File: config.mk
export PLATFORM = sky130hd
export DESIGN_NAME = crf_rx_flags
export DESIGN_NICKNAME = d
export VERILOG_FILES = /design/src/logic/crf_pkg.sv /design/src/logic/crf_state_encode.sv /design/src/logic/crf_change_detect.sv /design/src/logic/crf_rx_flags.sv
export SDC_FILE = /design/constraint.sdc
export NUM_CORES = 1
export LEC_CHECK = 0
export ABC_AREA = 1
export BUFFER_PORTS_ARGS = -buffer_cell sky130_fd_sc_hd__buf_4
export CORE_UTILIZATION = 49
export CTS_BUF_LIST = sky130_fd_sc_hd__clkbuf_2
export DETAILED_ROUTE_END_ITERATION = 16
export PLACE_DENSITY = 0.88
export SLEW_MARGIN = 0
export SYNTH_ARGS = -nofsm -noshare
export SYNTH_HDL_FRONTEND = slang
export SYNTH_SLANG_ARGS = --single-unit
File: constraint.sdc
create_clock -name I_CLK_SYS -period 1.5 [get_ports I_CLK_SYS]
set_input_delay 0.15 -clock I_CLK_SYS [delete_from_list [all_inputs] [get_ports I_CLK_SYS]]
set_output_delay 0.15 -clock I_CLK_SYS [all_outputs]
set_load 0.03 [all_outputs]
File: src/logic/crf_pkg.sv
package crf_pkg;

	// Register addresses on the plain register port
	localparam logic [7:0] CRF_ADDR_FLAGS = 8'h04;
	localparam logic [7:0] CRF_ADDR_IRQ_ENABLE = 8'h05;

	// Field positions shared by the flag and enable registers
	localparam int CRF_BIT_WAKEUP = 7;
	localparam int CRF_BIT_STATUS_CHANGE = 6;
	localparam int CRF_BIT_RX_HI = 5;
	localparam int CRF_BIT_RX_LO = 4;
	localparam int CRF_BIT_TX_HI = 3;
	localparam int CRF_BIT_TX_LO = 2;
	localparam int CRF_BIT_OVERRUN = 1;
	localparam int CRF_BIT_RECEIVE_FULL = 0;

	// Reset values
	localparam logic [7:0] CRF_RESET_BYTE = 8'h00;
	localparam logic [1:0] CRF_RESET_SENS = 2'h0;

	// Error counter thresholds
	localparam logic [8:0] CRF_WARN_LIMIT = 9'h060;
	localparam logic [8:0] CRF_ERR_LIMIT = 9'h07F;
	localparam logic [8:0] CRF_BUSOFF_LIMIT = 9'h0FF;

	// Bus state encodings of the state fields
	typedef enum logic [1:0]
	{
		CRF_STATE_OK = 2'h0,
		CRF_STATE_WARNING = 2'h1,
		CRF_STATE_ERROR = 2'h2,
		CRF_STATE_BUSOFF = 2'h3
	} crf_bus_state_t;

	// Sensitivity settings of the status-change enables
	typedef enum logic [1:0]
	{
		CRF_SENS_NONE = 2'h0,
		CRF_SENS_BUSOFF = 2'h1,
		CRF_SENS_ERROR = 2'h2,
		CRF_SENS_ALL = 2'h3
	} crf_sens_t;

	// Number of write-one-to-clear flags
	localparam int CRF_NUM_FLAGS = 4;

endpackage

File: src/logic/crf_state_encode.sv
`timescale 1ns/1ps
`default_nettype none
module crf_state_encode
	import crf_pkg::*;
(
	input wire logic [8:0] i_tec,
	input wire logic [7:0] i_rec,
	input wire logic [1:0] i_rx_state,
	output logic [1:0] o_rx_enc,
	output logic [1:0] o_tx_enc
);

	logic [8:0] rec_wide;

	assign rec_wide = {1'b0, i_rec};

	// Transmitter state straight from the transmit count
	always_comb
	begin
		if (i_tec > CRF_BUSOFF_LIMIT)
			o_tx_enc = CRF_STATE_BUSOFF;
		else if (i_tec > CRF_ERR_LIMIT)
			o_tx_enc = CRF_STATE_ERROR;
		else if (i_tec >= CRF_WARN_LIMIT)
			o_tx_enc = CRF_STATE_WARNING;
		else
			o_tx_enc = CRF_STATE_OK;
	end

	// Receiver state; bus-off comes from the transmit count
	always_comb
	begin
		if (i_tec > CRF_BUSOFF_LIMIT)
			o_rx_enc = CRF_STATE_BUSOFF;
		else if (i_rx_state == CRF_STATE_BUSOFF)
			o_rx_enc = CRF_STATE_OK;
		else if (rec_wide > CRF_ERR_LIMIT)
			o_rx_enc = CRF_STATE_ERROR;
		else if (rec_wide > CRF_WARN_LIMIT)
			o_rx_enc = CRF_STATE_WARNING;
		else
			o_rx_enc = CRF_STATE_OK;
	end

endmodule
`default_nettype wire

File: src/logic/crf_change_detect.sv
`timescale 1ns/1ps
`default_nettype none
module crf_change_detect
	import crf_pkg::*;
(
	input wire logic [1:0] i_rx_old,
	input wire logic [1:0] i_rx_new,
	input wire logic [1:0] i_tx_old,
	input wire logic [1:0] i_tx_new,
	input wire logic [1:0] i_rx_sens,
	input wire logic [1:0] i_tx_sens,
	output logic o_trigger
);

	// Does a move from old to new matter at this sensitivity
	function automatic logic sens_hit(input logic [1:0] old_s, input logic [1:0] new_s,
		input logic [1:0] sens);
		logic hit;
		hit = 1'b0;
		case (sens)
			CRF_SENS_NONE: hit = 1'b0;
			CRF_SENS_BUSOFF: hit = (old_s == CRF_STATE_BUSOFF) != (new_s == CRF_STATE_BUSOFF);
			CRF_SENS_ERROR: hit = (old_s >= CRF_STATE_ERROR) != (new_s >= CRF_STATE_ERROR);
			CRF_SENS_ALL: hit = (old_s != new_s);
			default: hit = 1'b0;
		endcase
		return hit;
	endfunction

	// Either side may raise the status-change event
	always_comb
	begin
		o_trigger = sens_hit(i_rx_old, i_rx_new, i_rx_sens) |
			sens_hit(i_tx_old, i_tx_new, i_tx_sens);
	end

endmodule
`default_nettype wire

File: src/logic/crf_rx_flags.sv
`timescale 1ns/1ps
`default_nettype none
module crf_rx_flags
	import crf_pkg::*;
(
	input wire logic I_CLK_SYS,
	input wire logic I_RESET,
	input wire logic [7:0] I_ADDR,
	input wire logic [7:0] I_WDATA,
	input wire logic I_WR,
	input wire logic I_RD,
	output logic [7:0] O_RDATA,
	input wire logic I_INIT_MODE_REQUEST,
	input wire logic I_INIT_MODE_ACKNOWLEDGE,
	input wire logic I_SLEEP_MODE,
	input wire logic I_BUS_ACTIVITY,
	input wire logic I_WAKEUP_ENABLE,
	input wire logic [8:0] I_TRANSMIT_ERROR_COUNT,
	input wire logic [7:0] I_RECEIVE_ERROR_COUNT,
	input wire logic I_OVERRUN,
	input wire logic I_FIFO_NOT_EMPTY,
	output logic O_SHIFT_FOREGROUND,
	output logic O_WAKEUP_IRQ,
	output logic O_ERROR_IRQ,
	output logic O_RECEIVE_IRQ,
	output logic [1:0] O_RECEIVER_STATE,
	output logic [1:0] O_TRANSMITTER_STATE
);

	// Flag vector order inside this module
	localparam int F_WAKE = 3;
	localparam int F_CSC = 2;
	localparam int F_OVR = 1;
	localparam int F_RXF = 0;

	// Map a flag index to its bit in the register byte
	function automatic int flag_pos(input int idx);
		int pos;
		pos = CRF_BIT_RECEIVE_FULL;
		case (idx)
			F_WAKE: pos = CRF_BIT_WAKEUP;
			F_CSC: pos = CRF_BIT_STATUS_CHANGE;
			F_OVR: pos = CRF_BIT_OVERRUN;
			default: pos = CRF_BIT_RECEIVE_FULL;
		endcase
		return pos;
	endfunction

	logic in_init;
	logic out_of_init;
	logic wr_flags;
	logic wr_enable;
	logic [CRF_NUM_FLAGS-1:0] flag_set;
	logic [CRF_NUM_FLAGS-1:0] flag_clear;
	logic [CRF_NUM_FLAGS-1:0] flag_reg;
	logic [CRF_NUM_FLAGS-1:0] irq_en_reg;
	logic [1:0] rx_sens_reg;
	logic [1:0] tx_sens_reg;
	logic [1:0] rx_state_reg;
	logic [1:0] tx_state_reg;
	logic [1:0] rx_enc;
	logic [1:0] tx_enc;
	logic state_trigger;
	logic state_moved;
	logic shift_next;
	logic [7:0] flags_byte;
	logic [7:0] enable_byte;
	logic [7:0] rdata_next;

	// Init mode needs both handshake bits; writes need both low
	assign in_init = I_INIT_MODE_REQUEST & I_INIT_MODE_ACKNOWLEDGE;
	assign out_of_init = ~I_INIT_MODE_REQUEST & ~I_INIT_MODE_ACKNOWLEDGE;
	assign wr_flags = I_WR & out_of_init & (I_ADDR == CRF_ADDR_FLAGS);
	assign wr_enable = I_WR & out_of_init & (I_ADDR == CRF_ADDR_IRQ_ENABLE);

	// Error counters to bus states
	crf_state_encode u_encode
	(
		.i_tec(I_TRANSMIT_ERROR_COUNT),
		.i_rec(I_RECEIVE_ERROR_COUNT),
		.i_rx_state(rx_state_reg),
		.o_rx_enc(rx_enc),
		.o_tx_enc(tx_enc)
	);

	// Which state moves count as a status change
	crf_change_detect u_detect
	(
		.i_rx_old(rx_state_reg),
		.i_rx_new(rx_enc),
		.i_tx_old(tx_state_reg),
		.i_tx_new(tx_enc),
		.i_rx_sens(rx_sens_reg),
		.i_tx_sens(tx_sens_reg),
		.o_trigger(state_trigger)
	);

	// A state move is taken only while no status change is pending
	assign state_moved = ~flag_reg[F_CSC] & ((rx_enc != rx_state_reg) | (tx_enc != tx_state_reg));

	// Foreground load: one shift per free buffer
	assign shift_next = I_FIFO_NOT_EMPTY & ~flag_reg[F_RXF] & ~in_init & ~O_SHIFT_FOREGROUND;

	// Set sources of each flag
	always_comb
	begin
		flag_set = '0;
		flag_set[F_WAKE] = I_SLEEP_MODE & I_BUS_ACTIVITY & I_WAKEUP_ENABLE;
		flag_set[F_CSC] = state_moved & state_trigger;
		flag_set[F_OVR] = I_OVERRUN;
		flag_set[F_RXF] = shift_next;
	end

	// Write-one-to-clear decode; the state bits have no clear path
	generate
		for (genvar g = 0; g < CRF_NUM_FLAGS; g++)
		begin : g_flag
			assign flag_clear[g] = wr_flags & I_WDATA[flag_pos(g)];

			// Set wins over a clear in the same cycle, so no event is lost
			always_ff @(posedge I_CLK_SYS)
			begin
				if (I_RESET | in_init)
					flag_reg[g] <= 1'b0;
				else if (flag_set[g])
					flag_reg[g] <= 1'b1;
				else if (flag_clear[g])
					flag_reg[g] <= 1'b0;
			end
		end
	endgenerate

	// State fields follow the counters in every mode, frozen while pending
	always_ff @(posedge I_CLK_SYS)
	begin
		if (I_RESET)
		begin
			rx_state_reg <= CRF_STATE_OK;
			tx_state_reg <= CRF_STATE_OK;
		end
		else if (state_moved)
		begin
			rx_state_reg <= rx_enc;
			tx_state_reg <= tx_enc;
		end
	end

	// Interrupt enables are cleared in init mode
	always_ff @(posedge I_CLK_SYS)
	begin
		if (I_RESET | in_init)
			irq_en_reg <= '0;
		else if (wr_enable)
		begin
			irq_en_reg[F_WAKE] <= I_WDATA[CRF_BIT_WAKEUP];
			irq_en_reg[F_CSC] <= I_WDATA[CRF_BIT_STATUS_CHANGE];
			irq_en_reg[F_OVR] <= I_WDATA[CRF_BIT_OVERRUN];
			irq_en_reg[F_RXF] <= I_WDATA[CRF_BIT_RECEIVE_FULL];
		end
	end

	// Sensitivities survive init mode so status tracking stays configured
	always_ff @(posedge I_CLK_SYS)
	begin
		if (I_RESET)
		begin
			rx_sens_reg <= CRF_RESET_SENS;
			tx_sens_reg <= CRF_RESET_SENS;
		end
		else if (wr_enable)
		begin
			rx_sens_reg <= I_WDATA[CRF_BIT_RX_HI:CRF_BIT_RX_LO];
			tx_sens_reg <= I_WDATA[CRF_BIT_TX_HI:CRF_BIT_TX_LO];
		end
	end

	// Foreground shift strobe, one cycle
	always_ff @(posedge I_CLK_SYS)
	begin
		if (I_RESET)
			O_SHIFT_FOREGROUND <= 1'b0;
		else
			O_SHIFT_FOREGROUND <= shift_next;
	end

	// Interrupt requests are registered, one cycle behind the flags
	always_ff @(posedge I_CLK_SYS)
	begin
		if (I_RESET)
		begin
			O_WAKEUP_IRQ <= 1'b0;
			O_ERROR_IRQ <= 1'b0;
			O_RECEIVE_IRQ <= 1'b0;
		end
		else
		begin
			O_WAKEUP_IRQ <= flag_reg[F_WAKE] & irq_en_reg[F_WAKE];
			O_ERROR_IRQ <= (flag_reg[F_CSC] & irq_en_reg[F_CSC]) |
				(flag_reg[F_OVR] & irq_en_reg[F_OVR]);
			O_RECEIVE_IRQ <= flag_reg[F_RXF] & irq_en_reg[F_RXF];
		end
	end

	// State field outputs mirror the frozen fields
	always_ff @(posedge I_CLK_SYS)
	begin
		if (I_RESET)
		begin
			O_RECEIVER_STATE <= CRF_STATE_OK;
			O_TRANSMITTER_STATE <= CRF_STATE_OK;
		end
		else
		begin
			O_RECEIVER_STATE <= rx_state_reg;
			O_TRANSMITTER_STATE <= tx_state_reg;
		end
	end

	// Register images for readback
	always_comb
	begin
		flags_byte = CRF_RESET_BYTE;
		flags_byte[CRF_BIT_WAKEUP] = flag_reg[F_WAKE];
		flags_byte[CRF_BIT_STATUS_CHANGE] = flag_reg[F_CSC];
		flags_byte[CRF_BIT_RX_HI:CRF_BIT_RX_LO] = rx_state_reg;
		flags_byte[CRF_BIT_TX_HI:CRF_BIT_TX_LO] = tx_state_reg;
		flags_byte[CRF_BIT_OVERRUN] = flag_reg[F_OVR];
		flags_byte[CRF_BIT_RECEIVE_FULL] = flag_reg[F_RXF];
		enable_byte = CRF_RESET_BYTE;
		enable_byte[CRF_BIT_WAKEUP] = irq_en_reg[F_WAKE];
		enable_byte[CRF_BIT_STATUS_CHANGE] = irq_en_reg[F_CSC];
		enable_byte[CRF_BIT_RX_HI:CRF_BIT_RX_LO] = rx_sens_reg;
		enable_byte[CRF_BIT_TX_HI:CRF_BIT_TX_LO] = tx_sens_reg;
		enable_byte[CRF_BIT_OVERRUN] = irq_en_reg[F_OVR];
		enable_byte[CRF_BIT_RECEIVE_FULL] = irq_en_reg[F_RXF];
	end

	// Read mux; unmapped addresses read zero
	always_comb
	begin
		rdata_next = CRF_RESET_BYTE;
		if (I_RD)
		begin
			case (I_ADDR)
				CRF_ADDR_FLAGS: rdata_next = flags_byte;
				CRF_ADDR_IRQ_ENABLE: rdata_next = enable_byte;
				default: rdata_next = CRF_RESET_BYTE;
			endcase
		end
	end

	// Read data stands only in the cycle after the strobe
	always_ff @(posedge I_CLK_SYS)
	begin
		if (I_RESET)
			O_RDATA <= CRF_RESET_BYTE;
		else
			O_RDATA <= rdata_next;
	end

endmodule
`default_nettype wire

Word-level counts from Yosys, hierarchy flattened --
Cells that the tools add are included.
Word-level totals: flip-flop bits (word level) 32, input port bits 44, output and inout bits 16, word-level logic and storage cells 101
Operators by class: order comparisons 9, equal/unequal tests 20, mux-type cells 18, bitwise gates (word level) 31, reductions and logical operators 7
Operators with widths (number):
- bitwise AND 1 bit | 20
- equality test 2 bit (second input constant) | 8
- equality test 8 x 3 -> 1 bit (second input constant) | 2
- > comparator 8 x 7 -> 1 bit (second input constant) | 2
- one-hot mux 8 bit (2 select lines) | 1
- two-way mux 1 bit | 10
- two-way mux 2 bit | 5
- greater-or-equal comparator 9 x 7 -> 1 bit (second input constant) | 1
- > comparator 9 x 7 -> 1 bit (second input constant) | 1
- > comparator 9 x 8 -> 1 bit (second input constant) | 1
- greater-or-equal comparator 2 bit (second input constant) | 4
- inequality test 2 bit | 4
- one-hot mux 1 bit (4 select lines) | 2
- nonzero test 2 bit | 4
- inverter 1 bit | 7
- equality test 2 x 1 -> 1 bit (second input constant) | 2
- zero test 2 bit | 2
- inequality test 1 bit | 4
- OR 1 bit | 4
- OR reduction 2 bit | 1

Logic depth before layout (Yosys ltp) --
Gate-level depths: netlist of run 1.
word-level depth 11, depth in mapped cells 11, depth with buffers taken out 11

By module --
A second synthesis of run 1 with hierarchy kept.
Unflattened totals: cell total of the unflattened synthesis 215, area total of the unflattened synthesis 1480.2 µm²
Modules (own cells, without submodules):
- crf_rx_flags | instances 1, cells each 168, area an instance 1273.7 µm², seq. area each 640.6 µm²
- crf_change_detect | instances 1, cells each 31, area an instance 131.4 µm², seq. area each 0.0 µm²
- crf_state_encode | instances 1, cells each 16, area an instance 75.1 µm², seq. area each 0.0 µm²

Worst setup path before layout of run 1 --
No wires, ideal clock.
kind flip-flop to flip-flop, start point register rx_state_reg[1], end point register rx_state_reg[1], setup time 0.116 ns, arrival 1.103 ns, required time 1.384 ns, path slack 0.281 ns, stages on the path, launching flop included 11, path buffers 0, period minus slack after synthesis 1.219 ns, cell sequence dfxtp_1 nand2_1 inv_1 o21ai_1 nand2_1 nand2_1 inv_1 nor2_1 a21oi_2 o21ai_0 nor2_1
On the way: longest elaborated chain between the ends 6
Ends and longest elaborated chain:
- from (decl) | line crf_rx_flags.sv:59 | logic [1:0] rx_state_reg;
- from (signal assigned) | line crf_rx_flags.sv:143 | rx_state_reg <= rx_enc;
- equality test 2 bit | line crf_state_encode.sv:35 | else if (i_rx_state == CRF_STATE_BUSOFF)
- two-way mux 2 bit | line crf_state_encode.sv:35
- two-way mux 2 bit | line crf_state_encode.sv:33 | if (i_tec > CRF_BUSOFF_LIMIT)
- inequality test 2 bit | line crf_rx_flags.sv:99 | assign state_moved = ~flag_reg[F_CSC] & ((rx_enc != rx_state_reg) | (tx_enc != tx_state_reg));
- OR 1 bit | line crf_rx_flags.sv:99
- bitwise AND 1 bit | line crf_rx_flags.sv:99
Parallel ways exist; a longest one is shown, timed or not. A chain may end at the register's enable or synchronous reset.

Worst setup path after layout of run 1 --
start point input port I_INIT_MODE_ACKNOWLEDGE, end point register flag_reg[0]
On the way: longest elaborated chain between the ends 6, elaborated cells between the ends (all ways) 12, classes of those cells mux: 1; bitwise: 10; reduce/logical: 1
Ends and longest elaborated chain:
- from (decl) | line crf_rx_flags.sv:14 | input wire logic I_INIT_MODE_ACKNOWLEDGE,
- inverter 1 bit | line crf_rx_flags.sv:72 | assign out_of_init = ~I_INIT_MODE_REQUEST & ~I_INIT_MODE_ACKNOWLEDGE;
- bitwise AND 1 bit | line crf_rx_flags.sv:72
- bitwise AND 1 bit (2 in series) | line crf_rx_flags.sv:73 | assign wr_flags = I_WR & out_of_init & (I_ADDR == CRF_ADDR_FLAGS);
- bitwise AND 1 bit | line crf_rx_flags.sv:118 | assign flag_clear[g] = wr_flags & I_WDATA[flag_pos(g)];
- nonzero test 2 bit (no line)
- to (signal, indexed assignment) | line crf_rx_flags.sv:124 | flag_reg[g] <= 1'b0;
- to (signal, indexed assignment) | line crf_rx_flags.sv:126 | flag_reg[g] <= 1'b1;
- to (signal, indexed assignment) | line crf_rx_flags.sv:128 | flag_reg[g] <= 1'b0;
- to (decl) | line crf_rx_flags.sv:55 | logic [CRF_NUM_FLAGS-1:0] flag_reg;
Parallel ways exist; a longest one is shown, timed or not.

==> metrics.txt, run 1 <==
HP Class=in2reg; Max Slew Vio Count=0; clk root buf=clkbuf_2; clock sink count=32; RSZ-0062 raised after global routing=false; Post-CTS Setup Bufs=0; Worst-path clk slew=0.17 ns; layout cell share with drive strength beyond 1=29.12%; r2r setup slk=0.09 ns; Starting Density=51.91%; Tmin final=1.437 ns; Min Hold Slack=0.01155 ns; post-route DRC violation count=0; delay-heaviest family, CP=buffers and inverters; EDFF count, synth=0; TritonCTS buffer count=5; DIE AREA=3141 um2; setup TNS=0 ns; Initial DRT Pass Iterations=7; CP required=1.79 ns; Syn-to-layout area delta=38.02%; clock insertion delay at the later pin of the skew report=0.38 ns; f_max=0.6957 GHz; Clock Skew=0.03222 ns; Seq/Total Area, Yosys=44.76%; WS Path Type=in2reg; TritonCTS clock tree=done; Fin. Hold Viols=0; post-route cell area=1976 um2; commonest non-fill, non-tap cell in the layout=buf_4; post-synth cell types=23; Largest stage delay, worst path=0.54 ns; Routed WL=3320 um; Rows=19; core area=2758 um2; Core Util, Final=71.64%; initial antenna violation count=0; synthesized cell area=1431 um2; Die Ht=56.05 um; number of port buffers=54; routed length per instance=11.37 um; max FFs per register=8; GR Overflow Total=0; htree depth=2; nets=304; Tcrit/Tclk final=95.83%; commonest cells after routing, fill and taps aside=buf_4 (56), inv_1 (38), dfxtp_1 (30); outcome=complete, no violations; met2 Use GR=36.39%; Tot GR Track Use=22.20%; Slew @ Worst Pin=0.3804 ns; Setup violations, final=0; Peak VDD IR=792.0 uV; met3 Resource Use GR=5.116%; I/O pin cnt=60; Static Leak=0.9271 nW; WP data arrival=1.72 ns; CP Buf/Inv Count=2; Startpoint Class=input pin; diode count=0; DP Wirelength=2433 um; CP max FO=4; largest net degree at the start of global routing=16; via count=1,450; Post-Synthesis Cells=197; DRT antenna net count=0; Iter 0 DRT Violations=63; Vias/cell=4.966; Avg Cell Area, Syn=7.266 um2; vias in the first global route=1,292; Top FF cell, synth=dfxtp_1; die width=56.05 um; Crit-path slowest cell=dlygate4sd3_1; first-pass GRT wire length=5444 um; max cap viols=0; nature of the critical path endpoint=flip-flop; busiest layer in global routing=met2; placed cell areas=1863 um2; Slew HR=74.53%; pwr/cell area=859.1 nW/um2; synth warn=0; CP Cell Sequence=dlygate4sd3_1 > buf_4 > nor3b_2 > nand3_1 > o21ai_0 > a221oi_1; met1 Use GR=27.92%; #FFs+latches synth=32; GP Congestion=0.8868; clk buf depth=2; Post-synth ARST share=0%; Syn Nets=241
[cell type report]
class                           instances  area (um2)
Multi-Input combinational cell        124       635.6
Inverter                               38       142.6
Fill cell                             219       782.0
Clock buffer                            6       30.03
Clock inverter                          2       35.03
Tap cell                               31       38.79
Sequential cell                        32       643.1
Timing Repair Buffer                   59       450.4
[worst paths after layout]
path,startpoint,end,depth (start not counted)
worst max-delay path,I_INIT_MODE_ACKNOWLEDGE,flag_reg[0]$_SDFFE_PP0P_,6
worst min-delay path,I_BUS_ACTIVITY,flag_reg[3]$_SDFFE_PP0P_,3
worst max register to register,rx_state_reg[1]$_SDFFE_PP0P_,rx_state_reg[1]$_SDFFE_PP0P_,10
worst min register to register,irq_en_reg[2]$_SDFFE_PP0P_,O_ERROR_IRQ$_SDFF_PP0_,2
[cell usage after synthesis, types with 2 or more instances]
library cell / number / area share, %
nand3_1: 17 / 5.9
nand2_2: 2 / 0.87
a21oi_1: 12 / 4.2
inv_1: 38 / 10
o21ai_0: 11 / 3.8
buf_6: 2 / 1.6
a211oi_1: 3 / 1.6
nand4_1: 2 / 0.87
nor2_1: 27 / 7.1
nand2_1: 29 / 7.6
o21ai_1: 2 / 0.70
nand3_2: 2 / 1.4
o22ai_1: 7 / 3.1
dfxtp_1: 32 / 45
nor3_1: 3 / 1.0
[worst register-to-register path: cells and delay by family, from the launching register on]
family                 cells  cell delay, ns
flip-flops                 1            0.36
buffers and inverters      2            0.14
AO/OA/AOI/OAI              3            0.40
AND/OR/NAND/NOR            5            0.43
[power by group]
| group | total, mW | internal (mW) | switching, mW |
|---|---|---|---|
| Sequential | 0.887 | 0.873 | 0.0143 |
| Clock | 0.566 | 0.287 | 0.279 |
| Combinational | 0.244 | 0.118 | 0.126 |
[metal layers]
metal	routed length (um)	share of wire, %	vias up
met5	0	0	-
met4	73	2.2	0
met3	267	8.0	10
met2	1568	47	72
met1	1410	42	608
li1	-	-	760
[per-stage QoR]
step                      cells  total power, mW  worst slack (ns)
after floorplan             197            1.019            0.2808
after detailed placement    281            1.134            0.1392
final                       292            1.697           0.06261
after CTS                   291            1.693           0.02066
after global placement      281            1.128            0.1744
after global routing        292            1.775          0.006616
[cells by family after synthesis]
family | after synthesis | share of synthesized area, %
AO/OA/AOI/OAI | 38 | 15.21
flip-flops | 32 | 44.75
XOR/XNOR | 1 | 0.6120
buffers and inverters | 41 | 11.89
AND/OR/NAND/NOR | 85 | 27.53
[repair_timing]
item / in CTS / in global routing
hold buffers: 2 / 1
resized for setup: 0 / 6
endpoints found under the setup margin: 0 / 9
endpoints found under the hold margin: 1 / 2
Note: power is estimated with default switching activity, not from simulation.
==> run 2: changes to the inputs <==
Settings changed: CORE_ASPECT_RATIO set to 1.5.
==> metrics.txt, run 2 (same netlist as run 1, synthesis figures left out) <==
Max Slew Vio Count=0; number of port buffers=54; HP Class=in2reg; Core Util, Final=72.68%; CP Buf/Inv Count=2; commonest cells after routing, fill and taps aside=buf_4 (55), inv_1 (38), dfxtp_1 (30); Slew @ Worst Pin=0.3505 ns; core area=2734 um2; Die Ht=68.20 um; CP max FO=4; commonest non-fill, non-tap cell in the layout=buf_4; WP data arrival=1.66 ns; clock sink count=32; post-route DRC violation count=0; Peak VDD IR=611.5 uV; Tmin final=1.403 ns; GR Overflow Total=0; clk root buf=clkbuf_2; DIE AREA=3146 um2; largest net degree at the start of global routing=16; via count=1,454; HP Start=I_BUS_ACTIVITY; Iter 0 DRT Violations=25; TritonCTS buffer count=5; nets=304; Largest stage delay, worst path=0.54 ns; die width=46.13 um; clk buf depth=2; Setup violations, final=0; outcome=complete, no violations; max cap viols=0; TritonCTS clock tree=done; Initial DRT Pass Iterations=4; setup TNS=0 ns; Tot GR Track Use=22.13%; DP Wirelength=2543 um; clock insertion delay at the later pin of the skew report=0.36 ns; post-route setup slack=0.09742 ns; CP required=1.76 ns; R2R depth=8; Vias/cell=4.879; Min Hold Slack=0.03139 ns; diode count=0; vias in the first global route=1,230; pwr/cell area=776.3 nW/um2; f_max=0.7130 GHz; Rows=23; Routed WL=3308 um; Crit-path slowest cell=dlygate4sd3_1; Syn-to-layout area delta=38.81%; Worst-path clk slew=0.17 ns; Fin. Hold Viols=0; I/O pin cnt=60; htree depth=2; Post-CTS Setup Bufs=0; Startpoint Class=input pin; r2r setup slk=0.15 ns; GP Congestion=0.9008; hold path endpoint=flag_reg[3]$_SDFFE_PP0P_; Starting Density=52.36%; Clock Skew=0.02858 ns; Slew HR=76.45%; FF-to-FF Start=tx_state_reg[1]$_SDFFE_PP0P_; layout cell share with drive strength beyond 1=29.89%; RR Endpoint=tx_state_reg[1]$_SDFFE_PP0P_; max FFs per register=8; Worst Hold Depth=3; first-pass GRT wire length=4905 um; delay-heaviest family, CP=buffers and inverters; RSZ-0062 raised after global routing=false; DRT antenna net count=0; WS Path Type=in2reg; CP Cell Sequence=dlygate4sd3_1 > buf_4 > nor3b_4 > nand3_1 > o21ai_0 > a221oi_1; initial antenna violation count=0; Tcrit/Tclk final=93.51%; Static Leak=0.9209 nW; nature of the critical path endpoint=flip-flop; Place WS=0.1123 ns; routed length per instance=11.10 um
## run 2: cell count changes in the layout (fill, tap and decap cells not counted), sizes merged
cell	before	now
bufinv	1	0
dlygate4sd3	3	4
clkbuf	6	5
buf	56	55
clkinv	1	3
## run 2: metrics by stage
step | instance area (um2) | cells | total power [mW]
3_5_place_dp | 1863 | 286 | 1.133
3_3_place_gp | 1863 | 286 | 1.127
2_1_floorplan | 1431 | 197 | 1.019
4_1_cts | 1947 | 298 | 1.537
6_report | 1987 | 298 | 1.542
5_1_grt | 1987 | 298 | 1.619
## run 2: worst register-to-register path: cells and delay by family (launching register included)
family	cells	cell delay, ns
and+or+nand+nor	5	0.54
DFF	1	0.37
AOI/OAI and AO/OA	2	0.22
buffers and inverters	1	0.13
## run 2: power breakdown
| part | total [mW] | switching, mW | internal [mW] | leakage, nW |
|---|---|---|---|---|
| Combinational | 0.252 | 0.129 | 0.122 | 0.627 |
| Clock | 0.403 | 0.291 | 0.112 | 0.0327 |
| Sequential | 0.888 | 0.0146 | 0.873 | 0.261 |
## run 2: metal layers
layer,share of wire (%),routed length (um),global-route usage (%),vias to the layer above
met5,0,0,0,-
met4,3.4,114,14.71,0
met3,4.8,159,3.958,11
met2,53,1762,38.03,52
met1,38,1271,23.73,631
li1,-,-,-,760
## run 2: final cells by class
class,instances,area [um2]
Inverter,38,142.6
Multi-Input combinational cell,124,658.1
Timing Repair Buffer,59,452.9
Fill cell,228,747.0
Clock inverter,3,18.77
Clock buffer,5,25.02
Sequential cell,32,643.1
Tap cell,37,46.29
## run 2: how the worst max path moves through the flow
| stage | endpoint | slack (ns) | cells after the start | startpoint |
|---|---|---|---|---|
| after global routing | tx_state_reg[1]$_SDFFE_PP0P_ | 0.02 | 10 | rx_state_reg[0]$_SDFFE_PP0P_ |
| after detailed placement | rx_sens_reg[1]$_SDFFE_PP0P_ | 0.11 | 7 | I_ADDR[3] |
| final | flag_reg[0]$_SDFFE_PP0P_ | 0.1 | 6 | I_INIT_MODE_ACKNOWLEDGE |
| after global placement | O_RDATA[2]$_SDFF_PP0_ | 0.16 | 8 | I_ADDR[3] |
| after CTS | rx_sens_reg[1]$_SDFFE_PP0P_ | 0.02 | 6 | I_INIT_MODE_ACKNOWLEDGE |
| after floorplan | rx_state_reg[1]$_SDFFE_PP0P_ | 0.28 | 10 | rx_state_reg[1]$_SDFFE_PP0P_ |
## run 2: timing repair
item,4_1_cts,5_1_grt
endpoints found under the setup margin,0,11
hold endpoints to repair,3,0
hold buffers,4,0
resized for setup,0,11
